File: config.mk
export PLATFORM = sky130hd
export DESIGN_NAME = clk_delay_ctrl
export DESIGN_NICKNAME = d
export VERILOG_FILES = /design/src/inc/clk_delay_pkg.sv /design/src/core/clk_delay_ctrl.sv
export SDC_FILE = /design/constraint.sdc
export NUM_CORES = 1
export LEC_CHECK = 0
export CELL_PAD_IN_SITES_DETAIL_PLACEMENT = 1
export CELL_PAD_IN_SITES_GLOBAL_PLACEMENT = 1
export CORE_ASPECT_RATIO = 0.7
export CORE_MARGIN = 2
export CORE_UTILIZATION = 50
export CTS_CLUSTER_DIAMETER = 150
export DETAILED_ROUTE_END_ITERATION = 16
export DONT_BUFFER_PORTS = 1
export MAX_ROUTING_LAYER = met4
export PLACE_DENSITY_LB_ADDON = 0.1
export SLEW_MARGIN = 20
export SYNTH_ARGS = -nofsm -noshare
export SYNTH_HDL_FRONTEND = slang
export SYNTH_SLANG_ARGS = --single-unit
export TNS_END_PERCENT = 20
File: constraint.sdc
create_clock -name clk_sys -period 13.8 [get_ports clk_sys]
set_input_delay 1.38 -clock clk_sys [delete_from_list [all_inputs] [get_ports clk_sys]]
set_output_delay 1.38 -clock clk_sys [all_outputs]
set_load 0.01 [all_outputs]
File: src/inc/clk_delay_pkg.sv
// package: register map, field layout and constants for the clock delay block
`default_nettype none
package clk_delay_pkg;

  // register indices; byte address is four times the index
  localparam logic [9:0] IDX_SYNC_CTRL = 10'h10a;
  localparam logic [9:0] IDX_STATUS    = 10'h10b;
  localparam logic [9:0] IDX_MODE      = 10'h110;
  localparam logic [9:0] IDX_SUPERFINE = 10'h111;
  localparam logic [9:0] IDX_FINE      = 10'h112;
  localparam logic [9:0] IDX_OFFSET    = 10'h129;

  // sync control field positions
  localparam int CAP_EN_BIT  = 7;
  localparam int NEG_WIN_MSB = 3;
  localparam int NEG_WIN_LSB = 2;
  localparam int POS_WIN_MSB = 1;
  localparam int POS_WIN_LSB = 0;

  // values after reset
  localparam logic [7:0] SYNC_CTRL_RST = 8'h00;
  localparam logic [3:0] STATUS_RST    = 4'h0;
  localparam logic [2:0] MODE_RST      = 3'h0;
  localparam logic [7:0] SUPERFINE_RST = 8'h00;
  localparam logic [7:0] FINE_RST      = 8'h00;
  localparam logic [3:0] OFFSET_RST    = 4'h0;
  localparam logic [3:0] DIV_PHASE_RST = 4'h0;

  // step limits
  localparam logic [7:0] FINE_LIM_LOW  = 8'h10;
  localparam logic [7:0] FINE_LIM_FULL = 8'hc0;
  localparam logic [7:0] SF_LIM        = 8'h80;

  // step sizes in femtoseconds
  localparam logic [18:0] FINE_STEP_FS = 19'h006bd;
  localparam logic [18:0] SF_STEP_FS   = 19'h000fa;

  // divider phase advance per clk_sys cycle, in half device-clock cycles
  localparam logic [3:0] DIV_STEP = 4'h2;

  typedef enum logic [2:0] {
    DLY_NONE      = 3'h0,
    DLY_FINE16    = 3'h2,
    DLY_FINE16_LJ = 3'h3,
    DLY_FINE_FULL = 3'h4,
    DLY_FINE_SF   = 3'h6
  } delay_mode_t;

endpackage
`default_nettype wire

File: src/core/clk_delay_ctrl.sv
// core: sample clock delay control and divider sysref phase report
`timescale 1ns/1ps
`default_nettype none
module clk_delay_ctrl
  import clk_delay_pkg::*;
(
  input  wire logic        clk_sys,
  input  wire logic        rst_n,
  input  wire logic        hsel,
  input  wire logic [31:0] haddr,
  input  wire logic [1:0]  htrans,
  input  wire logic        hwrite,
  input  wire logic [2:0]  hsize,
  input  wire logic [31:0] hwdata,
  input  wire logic        hready,
  output logic             hreadyout,
  output logic             hresp,
  output logic      [31:0] hrdata,
  input  wire logic        sysref,
  output logic             div_realign,
  output logic      [3:0]  div_phase,
  output logic             fine_en,
  output logic             superfine_en,
  output logic             low_jitter,
  output logic      [7:0]  fine_steps,
  output logic      [7:0]  superfine_steps,
  output logic      [18:0] delay_fs
);

  logic [7:0] sync_ctrl;
  logic [3:0] status;
  logic [2:0] mode;
  logic [7:0] superfine;
  logic [7:0] fine;
  logic [3:0] offset;
  logic       wr_pend;
  logic [9:0] wr_idx;
  logic       sysref_q;

  // bus decode; always zero wait and OKAY
  wire       addr_ok = hsel & htrans[1] & hready;
  wire       in_map  = haddr[31:12] == 20'h0;
  wire [9:0] a_idx   = haddr[11:2];
  wire       rd_take = addr_ok & ~hwrite;
  wire       wr_take = addr_ok & hwrite & in_map;

  wire wr_sync = wr_pend & (wr_idx == IDX_SYNC_CTRL);
  wire wr_mode = wr_pend & (wr_idx == IDX_MODE);
  wire wr_sf   = wr_pend & (wr_idx == IDX_SUPERFINE);
  wire wr_fine = wr_pend & (wr_idx == IDX_FINE);
  wire wr_ofs  = wr_pend & (wr_idx == IDX_OFFSET);

  // reserved bits [6:4] of sync control stay zero
  wire [7:0] next_sync_ctrl = wr_sync ? (hwdata[7:0] & 8'h8f) : sync_ctrl;
  wire [2:0] next_mode      = wr_mode ? hwdata[2:0] : mode;
  wire [7:0] next_superfine = wr_sf ? hwdata[7:0] : superfine;
  wire [7:0] next_fine      = wr_fine ? hwdata[7:0] : fine;
  wire [3:0] next_offset    = wr_ofs ? hwdata[3:0] : offset;

  // sysref capture and skew window check
  wire       capture_en = sync_ctrl[CAP_EN_BIT];
  wire [1:0] neg_win    = sync_ctrl[NEG_WIN_MSB:NEG_WIN_LSB];
  wire [1:0] pos_win    = sync_ctrl[POS_WIN_MSB:POS_WIN_LSB];
  wire       sref_edge  = sysref & ~sysref_q;
  wire       cap        = sref_edge & capture_en;
  wire [4:0] neg_sum    = {1'b0, div_phase} + {3'b0, neg_win};
  // edges within the windows leave the divider alone
  wire       in_win     = (div_phase <= {2'b0, pos_win}) | neg_sum[4];
  wire       realign    = cap & ~in_win;
  // an ignored edge reports its phase applied to the offset
  wire [3:0] next_status =
    ~cap    ? status :
    realign ? offset :
              4'(offset + div_phase);

  // delay mode decode; codes 1, 5, 7 fall through as no delay
  wire m_f16  = mode == DLY_FINE16;
  wire m_lj   = mode == DLY_FINE16_LJ;
  wire m_full = mode == DLY_FINE_FULL;
  wire m_sf   = mode == DLY_FINE_SF;
  wire fine_act = m_f16 | m_lj | m_full | m_sf;
  wire sf_act   = m_f16 | m_sf;
  wire lim16    = m_f16 | m_lj;
  // out-of-range codes are clamped so the delay line never overruns
  wire [7:0] fine_cap = lim16 ? FINE_LIM_LOW : FINE_LIM_FULL;
  wire [7:0] fine_val = (fine > fine_cap) ? fine_cap : fine;
  wire [7:0] sf_val   = (superfine > SF_LIM) ? SF_LIM : superfine;
  wire [7:0] next_fine_steps = fine_act ? fine_val : 8'h00;
  wire [7:0] next_sf_steps   = sf_act ? sf_val : 8'h00;
  wire [18:0] next_delay_fs =
    19'(19'(next_fine_steps) * FINE_STEP_FS) +
    19'(19'(next_sf_steps) * SF_STEP_FS);

  // read mux sees this cycle's write, so read after write is coherent
  wire [7:0] rd_byte =
    (a_idx == IDX_SYNC_CTRL) ? next_sync_ctrl :
    (a_idx == IDX_STATUS)    ? {4'h0, next_status} :
    (a_idx == IDX_MODE)      ? {5'h0, next_mode} :
    (a_idx == IDX_SUPERFINE) ? next_superfine :
    (a_idx == IDX_FINE)      ? next_fine :
    (a_idx == IDX_OFFSET)    ? {4'h0, next_offset} : 8'h00;
  wire [31:0] next_rdata = in_map ? {24'h0, rd_byte} : 32'h0;

  assign hreadyout = 1'b1;
  assign hresp     = 1'b0;

  always_ff @(posedge clk_sys or negedge rst_n) begin
    if (!rst_n) begin
      wr_pend <= 1'b0;
      wr_idx  <= 10'h0;
      hrdata  <= 32'h0;
    end else begin
      wr_pend <= wr_take;
      wr_idx  <= a_idx;
      if (rd_take) begin
        hrdata <= next_rdata;
      end
    end
  end

  always_ff @(posedge clk_sys or negedge rst_n) begin
    if (!rst_n) begin
      sync_ctrl <= SYNC_CTRL_RST;
      mode      <= MODE_RST;
      superfine <= SUPERFINE_RST;
      fine      <= FINE_RST;
      offset    <= OFFSET_RST;
    end else begin
      sync_ctrl <= next_sync_ctrl;
      mode      <= next_mode;
      superfine <= next_superfine;
      fine      <= next_fine;
      offset    <= next_offset;
    end
  end

  always_ff @(posedge clk_sys or negedge rst_n) begin
    if (!rst_n) begin
      sysref_q    <= 1'b0;
      status      <= STATUS_RST;
      div_phase   <= DIV_PHASE_RST;
      div_realign <= 1'b0;
    end else begin
      sysref_q    <= sysref;
      status      <= next_status;
      div_phase   <= realign ? 4'h0 : 4'(div_phase + DIV_STEP);
      div_realign <= realign;
    end
  end

  always_ff @(posedge clk_sys or negedge rst_n) begin
    if (!rst_n) begin
      fine_en         <= 1'b0;
      superfine_en    <= 1'b0;
      low_jitter      <= 1'b0;
      fine_steps      <= 8'h00;
      superfine_steps <= 8'h00;
      delay_fs        <= 19'h0;
    end else begin
      fine_en         <= fine_act;
      superfine_en    <= sf_act;
      low_jitter      <= m_lj;
      fine_steps      <= next_fine_steps;
      superfine_steps <= next_sf_steps;
      delay_fs        <= next_delay_fs;
    end
  end
endmodule
`default_nettype wire

# --- Word level (Yosys, flattened, before mapping) ---
# Cells that the tools add are included.
classes:
  n_addsub: 4
  mul: 2
  div_mod_pow: 0
  magnitude_cmp: 3
  n_eq_ne: 15
  shift: 0
  mux: 20
  n_bitwise: 21
  n_reduce_logical: 1
op_table:
  columns: ["cell", "count"]
  rows:
  - ["8-bit 2-to-1 mux", 14]
  - ["10-bit by 9-bit equality test with 1-bit output (second input constant)", 11]
  - ["20-bit logical NOT", 1]
  - ["4-bit 2-to-1 mux", 5]
  - ["19-bit by 16-bit adder with 19-bit output", 1]
  - ["8-bit by 11-bit multiplier with 19-bit output (second input constant)", 1]
  - ["8-bit by 7-bit multiplier with 15-bit output (second input constant)", 1]
  - ["1-bit AND", 13]
  - ["8-bit > comparator", 1]
  - ["8-bit > comparator (second input constant)", 1]
  - ["3-bit by 2-bit equality test with 1-bit output (second input constant)", 2]
  - ["3-bit equality test (second input constant)", 2]
  - ["4-bit by 2-bit adder with 5-bit output", 1]
  - ["1-bit OR", 5]
  - ["4-bit by 2-bit adder with 4-bit output (second input constant)", 1]
  - ["4-bit adder", 1]
  - ["4-bit by 2-bit <= comparator with 1-bit output", 1]
  - ["3-bit 2-to-1 mux", 1]
  - ["1-bit NOT", 3]
word_totals:
  register_bits: 122
  latch_bits: 0
  ram_bits: 0
  mem_bits_ro: 0
  inputBits: 75
  out_inout_bits: 77
  word_cells: 84
  mem_count: 0

# --- Longest topological paths before layout ---
# Gate-level depths: netlist of run 1.
logic_depth:
  depth_word: 10
  mapped_depth: 29
  ltp_nobuf: 29

# --- Worst setup path before layout of run 1 ---
# OpenSTA, ideal clock, no wires.
synth_path:
  path_type: "reg-to-reg"
  start: "register mode[0]"
  end: "register delay_fs[15]"
  setup_ps: 80
  arrival_ps: 7578
  required_time_ps: 13720
  setup_slack_ps: 6142
  path_stages_with_launch: 30
  path_buffers: 0
  synth_period_minus_slack_ps: 7658
  path_cell_list: "dfrtp_1 nor2b_1 nor2b_1 and2_1 inv_1 fa_1 xnor2_1 ha_1 fa_1 inv_1 fa_1 inv_1 ha_1 a21oi_1 a2bb2oi_1 nor2b_1 xnor2_1 fa_1 inv_1 fa_1 fa_1 fa_1 inv_1 ha_1 a21o_1 a21o_1 a22o_1 a211o_1 a21oi_1 xnor2_1"
synth_between:
  word_cells_on_any_way: 16
  cone_classes: "1 x add/sub; 2 x mul; 1 x order compare; 4 x eq/ne; 4 x mux; 4 x bitwise"
synth_lines:
  columns: ["item", "line", "rtl"]
  rows:
  - ["start, declared", "clk_delay_ctrl.sv:32", "logic [2:0] mode;"]
  - ["start signal, assigned", "clk_delay_ctrl.sv:130", "mode <= next_mode;"]
  - ["3-bit by 2-bit equality test with 1-bit output or 3-bit equality test (tied branches)", "clk_delay_ctrl.sv:77, clk_delay_ctrl.sv:80", null]
  - ["1-bit OR *", "clk_delay_ctrl.sv:82", "wire sf_act = m_f16 | m_sf;"]
  - ["net sf_act", "clk_delay_ctrl.sv:82", null]
  - ["8-bit 2-to-1 mux *", "clk_delay_ctrl.sv:89", "wire [7:0] next_sf_steps = sf_act ? sf_val : 8'h00;"]
  - ["net next_sf_steps[1]", "clk_delay_ctrl.sv:89", null]
  - ["8-bit by 7-bit multiplier with 15-bit output *", "clk_delay_ctrl.sv:92", "19'(19'(next_sf_steps) * SF_STEP_FS);"]
  - ["19-bit by 16-bit adder with 19-bit output *", "clk_delay_ctrl.sv:91", "19'(19'(next_fine_steps) * FINE_STEP_FS) +"]
  - ["net next_delay_fs[15]", "clk_delay_ctrl.sv:90", "wire [18:0] next_delay_fs ="]
  - ["end signal, assigned", "clk_delay_ctrl.sv:165", "delay_fs <= next_delay_fs;"]
  - ["end, declared", "clk_delay_ctrl.sv:27", "output logic [18:0] delay_fs"]
# Mark *: on every way through the listed nets, which the timed path passes. The rest lies on a longest branch.
# A chain may end at the register's enable or synchronous reset.

# --- Worst setup path in the final report of run 1 ---
layout_path:
  start: "register mode[0]"
  end: "register delay_fs[16]"
# The elaborated chain is that of the path after synthesis.

==> results of run 1 <==
-- where the power goes --
part	total [W]	switching (W)	internal [W]	leakage, nW
sequential	0.000338	0.0000295	0.000308	1.23
combinational	0.000136	0.0000789	0.0000575	2.89
clock	0.000251	0.000124	0.000126	0.144
-- cell type report --
type,count,area [um2]
clock inverter,7,62.6
multi-input combinational,499,4750
inverter,132,495
tap,200,250
fill,1663,7170
clock buffer,9,225
sequential,96,2400
-- through the flow --
step	instance area [um2]	utilization, %	setup WS [ns]	hold slack [ns]	std cells
after global routing	8190	53.3	4.31	0.521	943
after detailed placement	7900	51.4	4.98	0.473	927
after CTS	8190	53.3	4.93	0.490	943
after global placement	7890	51.4	5.20	0.466	927
final	8190	53.3	4.88	0.484	943
after floorplan	7870	-	6.14	0.450	757
-- synth_stat cells (all sizes together), types with 6 or more instances --
cell type	instances
inv	132
dfrtp	96
ha	95
fa	64
nand2	30
buf	29
o21ai	25
mux2	24
a21oi	22
xnor2	22
nor2b	20
nor2	18
nand2b	16
o21a	11
nor4	10
a21o	9
nor3	9
a211oi	6
and2	6
nand3	6
-- per-layer routing --
metal / part of all wire (%) / track usage, % / vias up
met2: 42 / 33.8 / 137
met3: 6.2 / 5.93 / 17
met1: 51 / 35.5 / 2687
met5: 0 / - / -
met4: 1.2 / 5.36 / 0
li1: - / - / 2409
-- kinds of logic (layout without fill, tap and decap cells) --
kind of cell | count (synthesis) | count (layout) | synth area share, %
buf+inv | 162 | 148 | 9.27
xor+xnor | 27 | 27 | 3.04
simple gates | 148 | 148 | 11.1
other cells | 2 | 27 | 0.0966
fa+ha+maj | 159 | 159 | 31.8
compound gates | 110 | 110 | 9.69
mux | 28 | 28 | 4.14
flops | 96 | 96 | 30.9
-- worst paths after layout --
path | cells after the start | to | slack (ns)
worst max-delay path | 27 | delay_fs[16] | 4.88
worst min-delay path | 1 | sync_ctrl[4] | 0.48
worst max register to register | 27 | delay_fs[16] | 4.88
worst min register to register | 1 | sync_ctrl[4] | 0.48
max in group asynchronous | 0 | fine[5] | 12.91
min in group asynchronous | 0 | delay_fs[10] | 0.70
-- state kept, by name (all words and copies together) (netlist names), 4 cells and up --
name and cells:
delay_fs 18, wr_idx 10, fine 8, fine_steps 8
hrdata 8, superfine 8, superfine_steps 8, sync_ctrl 8
offset 4, status 4
==> report_table.html, run 1 <==
<table>
<tr><th>Metric</th><th>Value</th></tr>
<tr><th colspan="2">GRT</th></tr>
<tr><td>Initial antenna violation count</td><td>0</td></tr>
<tr><td>Number of global-route vias before repair</td><td>5,618</td></tr>
<tr><td>Maximum number of pins on one net before global-route repair</td><td>97</td></tr>
<tr><td>Total global routing overflow</td><td>0</td></tr>
<tr><td>Total global-route track usage</td><td>24.2%</td></tr>
<tr><td>Global-route wire length before repair</td><td>~30,000 um</td></tr>
<tr><th colspan="2">Cells and area</th></tr>
<tr><td>Commonest cells after routing, fill and taps aside</td><td>sky130_fd_sc_hd__inv_1 (132), sky130_fd_sc_hd__dfrtp_1 (96), sky130_fd_sc_hd__ha_1 (95), sky130_fd_sc_hd__fa_1 (64), sky130_fd_sc_hd__nand2_1 (30)</td></tr>
<tr><td>Area grow syn2layout</td><td>5.31%</td></tr>
<tr><td>Share of cells above drive strength 1</td><td>about 6.6%</td></tr>
<tr><td>Nets</td><td>972</td></tr>
<tr><td>Antenna fix cells</td><td>0</td></tr>
<tr><td>Commonest non-fill, non-tap cell in the layout</td><td>sky130_fd_sc_hd__inv_1</td></tr>
<tr><th colspan="2">Clocking</th></tr>
<tr><td>Number of buffers added to fix hold violations after cts</td><td>0</td></tr>
<tr><td>Clock latency on the worst-skew pair</td><td>0.36 ns</td></tr>
<tr><td>Post-cts sizing count</td><td>0</td></tr>
<tr><td>Clock tree from TritonCTS</td><td>yes</td></tr>
<tr><td>Library cell used as clock root buffer</td><td>sky130_fd_sc_hd__clkbuf_16</td></tr>
<tr><td>Clock H-tree levels</td><td>3</td></tr>
<tr><td>Number of clock buffers inserted by TritonCTS</td><td>9</td></tr>
<tr><td>CTS clk-pin slew, worst paths</td><td>0.07 ns</td></tr>
<tr><td># Post-CTS Setup Buffers</td><td>0</td></tr>
<tr><td>Maximum number of buffers from clock root to sink</td><td>2</td></tr>
<tr><td>Number of clock sinks</td><td>96</td></tr>
<tr><th colspan="2">Synth</th></tr>
<tr><td>Ys Warns</td><td>0</td></tr>
<tr><td>Share of the synthesized area in the top cell type</td><td>30.9%</td></tr>
<tr><td>Count of distinct cell types in the synthesized netlist</td><td>63</td></tr>
<tr><td>Fraction of the yosys area taken by sequential cells</td><td>30.9%</td></tr>
<tr><td>Cell count after synthesis</td><td>~730</td></tr>
<tr><td>Leading cell types by total area after synthesis</td><td>sky130_fd_sc_hd__dfrtp_1 (31%), sky130_fd_sc_hd__fa_1 (16%), sky130_fd_sc_hd__ha_1 (15%)</td></tr>
<tr><td>#FFs+latches synth</td><td>96</td></tr>
<tr><td>Cell taking the most area after synthesis</td><td>sky130_fd_sc_hd__dfrtp_1</td></tr>
<tr><td>Avg Cell Area, Syn</td><td>10.6 um2</td></tr>
<tr><td>Number of flops mapped to enable cells by yosys</td><td>0</td></tr>
<tr><td>Top flip-flop cell by instance count after synthesis</td><td>sky130_fd_sc_hd__dfrtp_1</td></tr>
<tr><td>Syn Std Cell Area</td><td>7770 um2</td></tr>
<tr><td>Async SR Flop Fraction</td><td>100%</td></tr>
<tr><th colspan="2">Place</th></tr>
<tr><td>Gp weighted congestion</td><td>0.855</td></tr>
<tr><td>HPWL after detailed placement</td><td>15,600 um</td></tr>
<tr><td>Number of buffers added on ports</td><td>0</td></tr>
<tr><th colspan="2">Die</th></tr>
<tr><td>Die Height</td><td>108 um</td></tr>
<tr><td>Area inside the core boundary</td><td>between 15,000 and 20,000 um2</td></tr>
<tr><td>Floorplan die area</td><td>between 15,000 and 20,000 um2</td></tr>
<tr><td>Count of boundary I/O pins</td><td>152</td></tr>
<tr><td>Effective utilization at floorplan</td><td>50.6%</td></tr>
<tr><td>Die X-Extent</td><td>153 um</td></tr>
<tr><td>Number of rows in the core area</td><td>38</td></tr>
<tr><th colspan="2">Timing</th></tr>
<tr><td>RSZ-0062 raised after global routing</td><td>no</td></tr>
<tr><td>Final-report max-slew violation count</td><td>0</td></tr>
<tr><td>Minimum period implied by the final worst setup slack</td><td>slightly below 9 ns</td></tr>
<tr><td>Maximum frequency from static timing analysis</td><td>approximately 0.11 GHz</td></tr>
<tr><td>Final Hold Violating Endpoints</td><td>0</td></tr>
<tr><td>Final worst-path cycle share</td><td>64.6%</td></tr>
<tr><td>Max-slew headroom</td><td>35.7%</td></tr>
<tr><td>Sum of negative setup slack</td><td>0 ns</td></tr>
<tr><td>Final setup skew</td><td>0.0126 ns</td></tr>
<tr><td>Actual slew at the worst max-slew pin</td><td>0.940 ns</td></tr>
<tr><td>Final number of setup-violating endpoints</td><td>0</td></tr>
<tr><th colspan="2">Critical path</th></tr>
<tr><td>Element type at the critical path end</td><td>register</td></tr>
<tr><td>Maximum fanout along the worst path</td><td>7</td></tr>
<tr><td>Cell mode on critical path</td><td>sky130_fd_sc_hd__fa_1</td></tr>
<tr><td>Standard cell with the maximum stage delay on the critical path</td><td>sky130_fd_sc_hd__or4_1</td></tr>
<tr><td>CP Data Arrival Time</td><td>9.15 ns</td></tr>
<tr><td>First element of the critical path</td><td>mode[0]</td></tr>
<tr><td>Total buffers and inverters traversed by the critical path</td><td>5</td></tr>
<tr><td>CP peak stage delay</td><td>0.60 ns</td></tr>
<tr><td>Required time of the critical path</td><td>14.03 ns</td></tr>
<tr><td>CP Class</td><td>register to register</td></tr>
<tr><td>R2R Path Start</td><td>mode[0]</td></tr>
<tr><td>Top delay family on crit path</td><td>adder cells</td></tr>
<tr><td>Worst Setup Start Kind</td><td>register</td></tr>
<tr><th colspan="2">Power</th></tr>
<tr><td>PD cells</td><td>88.5 nW/um2</td></tr>
<tr><td>Max rail drop VDD</td><td>0.0000551 V</td></tr>
<tr><td>Leakage power</td><td>4.26 nW</td></tr>
<tr><td>Total power consumption of the routed design</td><td>0.000725 W</td></tr>
<tr><th colspan="2">Worst hold path</th></tr>
<tr><td>Min-Delay Path Class</td><td>register to register</td></tr>
<tr><td>Hold path startpoint</td><td>sync_ctrl[4]</td></tr>
<tr><th colspan="2">Drt</th></tr>
<tr><td>Number of nets still failing antenna checks after routing</td><td>0</td></tr>
<tr><td>Pre-antenna DRT Iters</td><td>4</td></tr>
<tr><td>Mean number of vias per cell</td><td>about 5.6</td></tr>
<tr><td>Count of vias placed by the detailed router</td><td>5,250</td></tr>
<tr><td>Iteration-0 DRC Markers</td><td>191</td></tr>
<tr><td># DRC</td><td>0</td></tr>
<tr><td>Sum of routed wire length over all layers</td><td>18,700 um</td></tr>
<tr><td>Post-DR wirelength/cell</td><td>19.8 um</td></tr>
<tr><th colspan="2">Outcome</th></tr>
<tr><td>Outcome</td><td>finished, final reports clean</td></tr>
<tr><th colspan="2">Job</th></tr>
<tr><td>Max cap viols</td><td>0</td></tr>
</table>
No activity file was read; power rests on OpenSTA's default activity.
==> run 2, diff against run 1 <==
--- a/config.mk
+++ b/config.mk
@@ -9,7 +9,7 @@
 export CELL_PAD_IN_SITES_GLOBAL_PLACEMENT = 1
 export CORE_ASPECT_RATIO = 0.7
 export CORE_MARGIN = 2
-export CORE_UTILIZATION = 50
+export CORE_UTILIZATION = 46
 export CTS_CLUSTER_DIAMETER = 150
 export DETAILED_ROUTE_END_ITERATION = 16
 export DONT_BUFFER_PORTS = 1
==> constraint.sdc (replaced) <==
create_clock -name clk_sys -period 7.2 [get_ports clk_sys]
set_input_delay 0.72 -clock clk_sys [delete_from_list [all_inputs] [get_ports clk_sys]]
set_output_delay 0.72 -clock clk_sys [all_outputs]
set_load 0.01 [all_outputs]
==> report_table.html, run 2 (synthesized netlist as in run 1, its figures left out) <==
<table>
<tr><th>Metric</th><th>Value</th></tr>
<tr><th colspan="2">Outcome</th></tr>
<tr><td>Outcome</td><td>complete, but fails checks</td></tr>
<tr><td>Violations in the final reports</td><td>setup timing</td></tr>
<tr><th colspan="2">Clocking</th></tr>
<tr><td>Number of clock sinks</td><td>96 (unchanged)</td></tr>
<tr><td>Clock H-tree levels</td><td>3 (unchanged)</td></tr>
<tr><td>Clock latency on the worst-skew pair</td><td>0.36 ns (about the same)</td></tr>
<tr><td>CTS clk-pin slew, worst paths</td><td>0.07 ns (about the same)</td></tr>
<tr><td>Maximum number of buffers from clock root to sink</td><td>2 (unchanged)</td></tr>
<tr><td>Clock tree from TritonCTS</td><td>yes</td></tr>
<tr><td>Number of clock buffers inserted by TritonCTS</td><td>9 (unchanged)</td></tr>
<tr><td>Library cell used as clock root buffer</td><td>sky130_fd_sc_hd__clkbuf_16</td></tr>
<tr><th colspan="2">Power</th></tr>
<tr><td>Logic pwr share</td><td>19.6% (+0.8 points)</td></tr>
<tr><td>Proportion of total power due to net switching</td><td>29.1% (-3.0 points)</td></tr>
<tr><td>PD cells</td><td>174 nW/um2 (+97%)</td></tr>
<tr><td>Leakage power</td><td>4.61 nW (+8.3%)</td></tr>
<tr><td>Internal Power</td><td>0.00110 W (+120%)</td></tr>
<tr><td>Flop pwr share</td><td>41.6% (-5.0 points)</td></tr>
<tr><td>Max rail drop VDD</td><td>0.000113 V (+110%)</td></tr>
<tr><td>Power dissipated by switching net loads</td><td>0.000454 W (+95%)</td></tr>
<tr><td>Clock Power Share</td><td>38.8% (+4.2 points)</td></tr>
<tr><th colspan="2">Timing</th></tr>
<tr><td>RSZ-0062 raised after global routing</td><td>yes</td></tr>
<tr><td>Max-slew headroom</td><td>50.7% (+15 points)</td></tr>
<tr><td>Maximum frequency from static timing analysis</td><td>0.136 GHz (+21%)</td></tr>
<tr><td>Sum of negative setup slack</td><td>-0.323 ns (-0.323 ns)</td></tr>
<tr><td>Final-report max-slew violation count</td><td>0 (unchanged)</td></tr>
<tr><td>Final number of setup-violating endpoints</td><td>5 (+5)</td></tr>
<tr><td>Final setup skew</td><td>0.0106 ns (-0.00201 ns)</td></tr>
<tr><td>Minimum period implied by the final worst setup slack</td><td>7.35 ns (-1.57 ns)</td></tr>
<tr><td>Final WS setup</td><td>-0.153 ns (-5.03 ns)</td></tr>
<tr><td>Final Hold Violating Endpoints</td><td>0 (unchanged)</td></tr>
<tr><td>Actual slew at the worst max-slew pin</td><td>0.734 ns (-0.206 ns)</td></tr>
<tr><td>Final worst-path cycle share</td><td>102% (+37 points)</td></tr>
<tr><th colspan="2">Critical path</th></tr>
<tr><td>Maximum fanout along the worst path</td><td>5 (-2)</td></tr>
<tr><td>CP Data Arrival Time</td><td>7.64 ns (-1.51 ns)</td></tr>
<tr><td>Standard cell with the maximum stage delay on the critical path</td><td>sky130_fd_sc_hd__fa_2</td></tr>
<tr><td>Element type at the critical path end</td><td>register</td></tr>
<tr><td>Cell mode on critical path</td><td>sky130_fd_sc_hd__fa_1</td></tr>
<tr><td>Required time of the critical path</td><td>7.48 ns (-6.55 ns)</td></tr>
<tr><td>CP peak stage delay</td><td>0.56 ns (-0.04 ns)</td></tr>
<tr><td>Total buffers and inverters traversed by the critical path</td><td>5 (unchanged)</td></tr>
<tr><td>CP Class</td><td>register to register</td></tr>
<tr><td>Setup slack, reg-to-reg</td><td>-0.15 ns (-5.03 ns)</td></tr>
<tr><td>Top delay family on crit path</td><td>adder cells</td></tr>
<tr><td>Worst Setup Start Kind</td><td>register</td></tr>
<tr><th colspan="2">Place</th></tr>
<tr><td>HPWL after detailed placement</td><td>16,200 um (+3.9%)</td></tr>
<tr><td>Placed insts</td><td>1,003 (+8.2%)</td></tr>
<tr><td>Gp weighted congestion</td><td>0.926 (+8.3%)</td></tr>
<tr><td>Number of buffers added on ports</td><td>0 (unchanged)</td></tr>
<tr><th colspan="2">Die</th></tr>
<tr><td>Area inside the core boundary</td><td>16,400 um2 (+7.1%)</td></tr>
<tr><td>Die X-Extent</td><td>159 um (+4.1%)</td></tr>
<tr><td>Die Height</td><td>113 um (+4.1%)</td></tr>
<tr><td>Number of rows in the core area</td><td>39 (+2.6%)</td></tr>
<tr><td>Floorplan die area</td><td>18,000 um2 (+8.4%)</td></tr>
<tr><td>Count of boundary I/O pins</td><td>152 (unchanged)</td></tr>
<tr><td>Effective utilization at floorplan</td><td>47.3% (-3.3 points)</td></tr>
<tr><th colspan="2">Cells and area</th></tr>
<tr><td>Antenna fix cells</td><td>0 (unchanged)</td></tr>
<tr><td>Most flops, register</td><td>delay_fs</td></tr>
<tr><td>Largest registers</td><td>delay_fs: 18 flops, wr_idx: 10 flops</td></tr>
<tr><td>Nets</td><td>1,030 (+6.0%)</td></tr>
<tr><td>Commonest cells after routing, fill and taps aside</td><td>sky130_fd_sc_hd__inv_1 (125), sky130_fd_sc_hd__dfrtp_1 (96), sky130_fd_sc_hd__ha_1 (88), sky130_fd_sc_hd__fa_1 (62), sky130_fd_sc_hd__buf_4 (57)</td></tr>
<tr><td>Area grow syn2layout</td><td>15.2%</td></tr>
<tr><td>FILL cells</td><td>1,787 (+7.5%)</td></tr>
<tr><td>Commonest non-fill, non-tap cell in the layout</td><td>sky130_fd_sc_hd__inv_1</td></tr>
<tr><td>Number of standard cells in the layout, taps in and fillers out</td><td>1,025 (+8.7%)</td></tr>
<tr><td>Number of flip-flops in the largest register</td><td>18 (unchanged)</td></tr>
<tr><td>Share of cells above drive strength 1</td><td>17.9% (+11 points)</td></tr>
<tr><th colspan="2">Drt</th></tr>
<tr><td>Post-DR wirelength/cell</td><td>19.8 um (+0.27%)</td></tr>
<tr><td>Iteration-0 DRC Markers</td><td>260 (+36%)</td></tr>
<tr><td>Pre-antenna DRT Iters</td><td>4 (unchanged)</td></tr>
<tr><td># DRC</td><td>0 (unchanged)</td></tr>
<tr><td>Mean number of vias per cell</td><td>5.36 (-3.7%)</td></tr>
<tr><td>Sum of routed wire length over all layers</td><td>20,300 um (+9.0%)</td></tr>
<tr><td>Number of nets still failing antenna checks after routing</td><td>0 (unchanged)</td></tr>
<tr><td>Count of vias placed by the detailed router</td><td>5,496 (+4.7%)</td></tr>
<tr><th colspan="2">GRT</th></tr>
<tr><td>Number of global-route vias before repair</td><td>6,065 (+8.0%)</td></tr>
<tr><td>Total global routing overflow</td><td>0 (unchanged)</td></tr>
<tr><td>Global-route wire length before repair</td><td>32,700 um (+9.6%)</td></tr>
<tr><td>Maximum number of pins on one net before global-route repair</td><td>97 (unchanged)</td></tr>
<tr><td>Total global-route track usage</td><td>24.4% (+0.19 points)</td></tr>
<tr><td>Initial antenna violation count</td><td>0 (unchanged)</td></tr>
<tr><th colspan="2">Job</th></tr>
<tr><td>Max cap viols</td><td>0 (unchanged)</td></tr>
<tr><th colspan="2">Worst hold path</th></tr>
<tr><td>Min-Delay Path Class</td><td>input port to async pin</td></tr>
</table>
-- run 2: per-stage QoR --
stage / cell area (um2) / power, W / setup slack (ns) / util [%] / hold slack (ns)
2_1_floorplan: 7930 / 0.000867 / -0.0195 / - / 0.424
3_3_place_gp: 8370 / 0.000926 / -0.211 / 50.9 / 0.426
5_1_grt: 8950 / 0.00164 / -0.451 / 54.5 / 0.0293
6_report: 8950 / 0.00156 / -0.153 / 54.5 / 0.0487
4_1_cts: 8870 / 0.00157 / -0.0979 / 53.9 / 0.0372
3_5_place_dp: 8380 / 0.000948 / -0.406 / 50.9 / 0.426
-- run 2: layout make-up --
cell class | count | area (um2) | area share (%)
multi-input cells | 499 | 4970 | 55.5
repair buffers | 58 | 439 | 4.90
inverters | 132 | 495 | 5.53
clock inverters | 6 | 138 | 1.54
well taps | 225 | 282 | 3.14
clock buffers | 9 | 225 | 2.52
flip-flops and latches | 96 | 2400 | 26.8
-- run 2: power groups by stage --
stage	logic, W	clock network, W	registers (W)
after floorplan	0.000222	0	0.000645
after global placement	0.000270	0	0.000655
after detailed placement	0.000289	0	0.000659
after CTS	0.000305	0.000616	0.000649
after global routing	0.000349	0.000640	0.000655
final	0.000306	0.000604	0.000648
-- run 2: path summary, 6_finish.rpt --
path	cells past startpoint	start	endpoint
min reg2reg	1	sync_ctrl[6]	sync_ctrl[6]
max in group asynchronous	0	rst_n	delay_fs[5]
max reg2reg	29	mode[0]	delay_fs[15]
min in group clk_sys	0	haddr[4]	wr_idx[2]
min	0	rst_n	delay_fs[14]
max	29	mode[0]	delay_fs[15]
-- run 2: worst reg2reg max path: cells and delay by family, from the launching register on --
| kind | cells | cell delay [ns] |
|---|---|---|
| xor+xnor | 3 | 0.34 |
| flops | 1 | 0.39 |
| simple gates | 4 | 0.72 |
| fa+ha+maj | 10 | 4.20 |
| buf+inv | 5 | 0.23 |
| compound gates | 7 | 1.40 |
-- run 2: routing by layer --
| layer | vias up | global-route usage (%) | wire length (um) |
|---|---|---|---|
| met5 | - | - | 0 |
| met4 | 0 | 4.30 | 181 |
| met3 | 20 | 5.68 | 1210 |
| met2 | 146 | 34.6 | 8690 |
| met1 | 2806 | 36.0 | 10300 |
| li1 | 2524 | - | - |
-- run 2: timing repair --
item / 4_1_cts / 5_1_grt
resized for setup: 24 / 13
pin swaps: 34 / 25
hold buffers: 0 / 0
setup buffers: 5 / 2
endpoints found under the hold margin: 0 / 0
endpoints found under the setup margin: 8 / 9
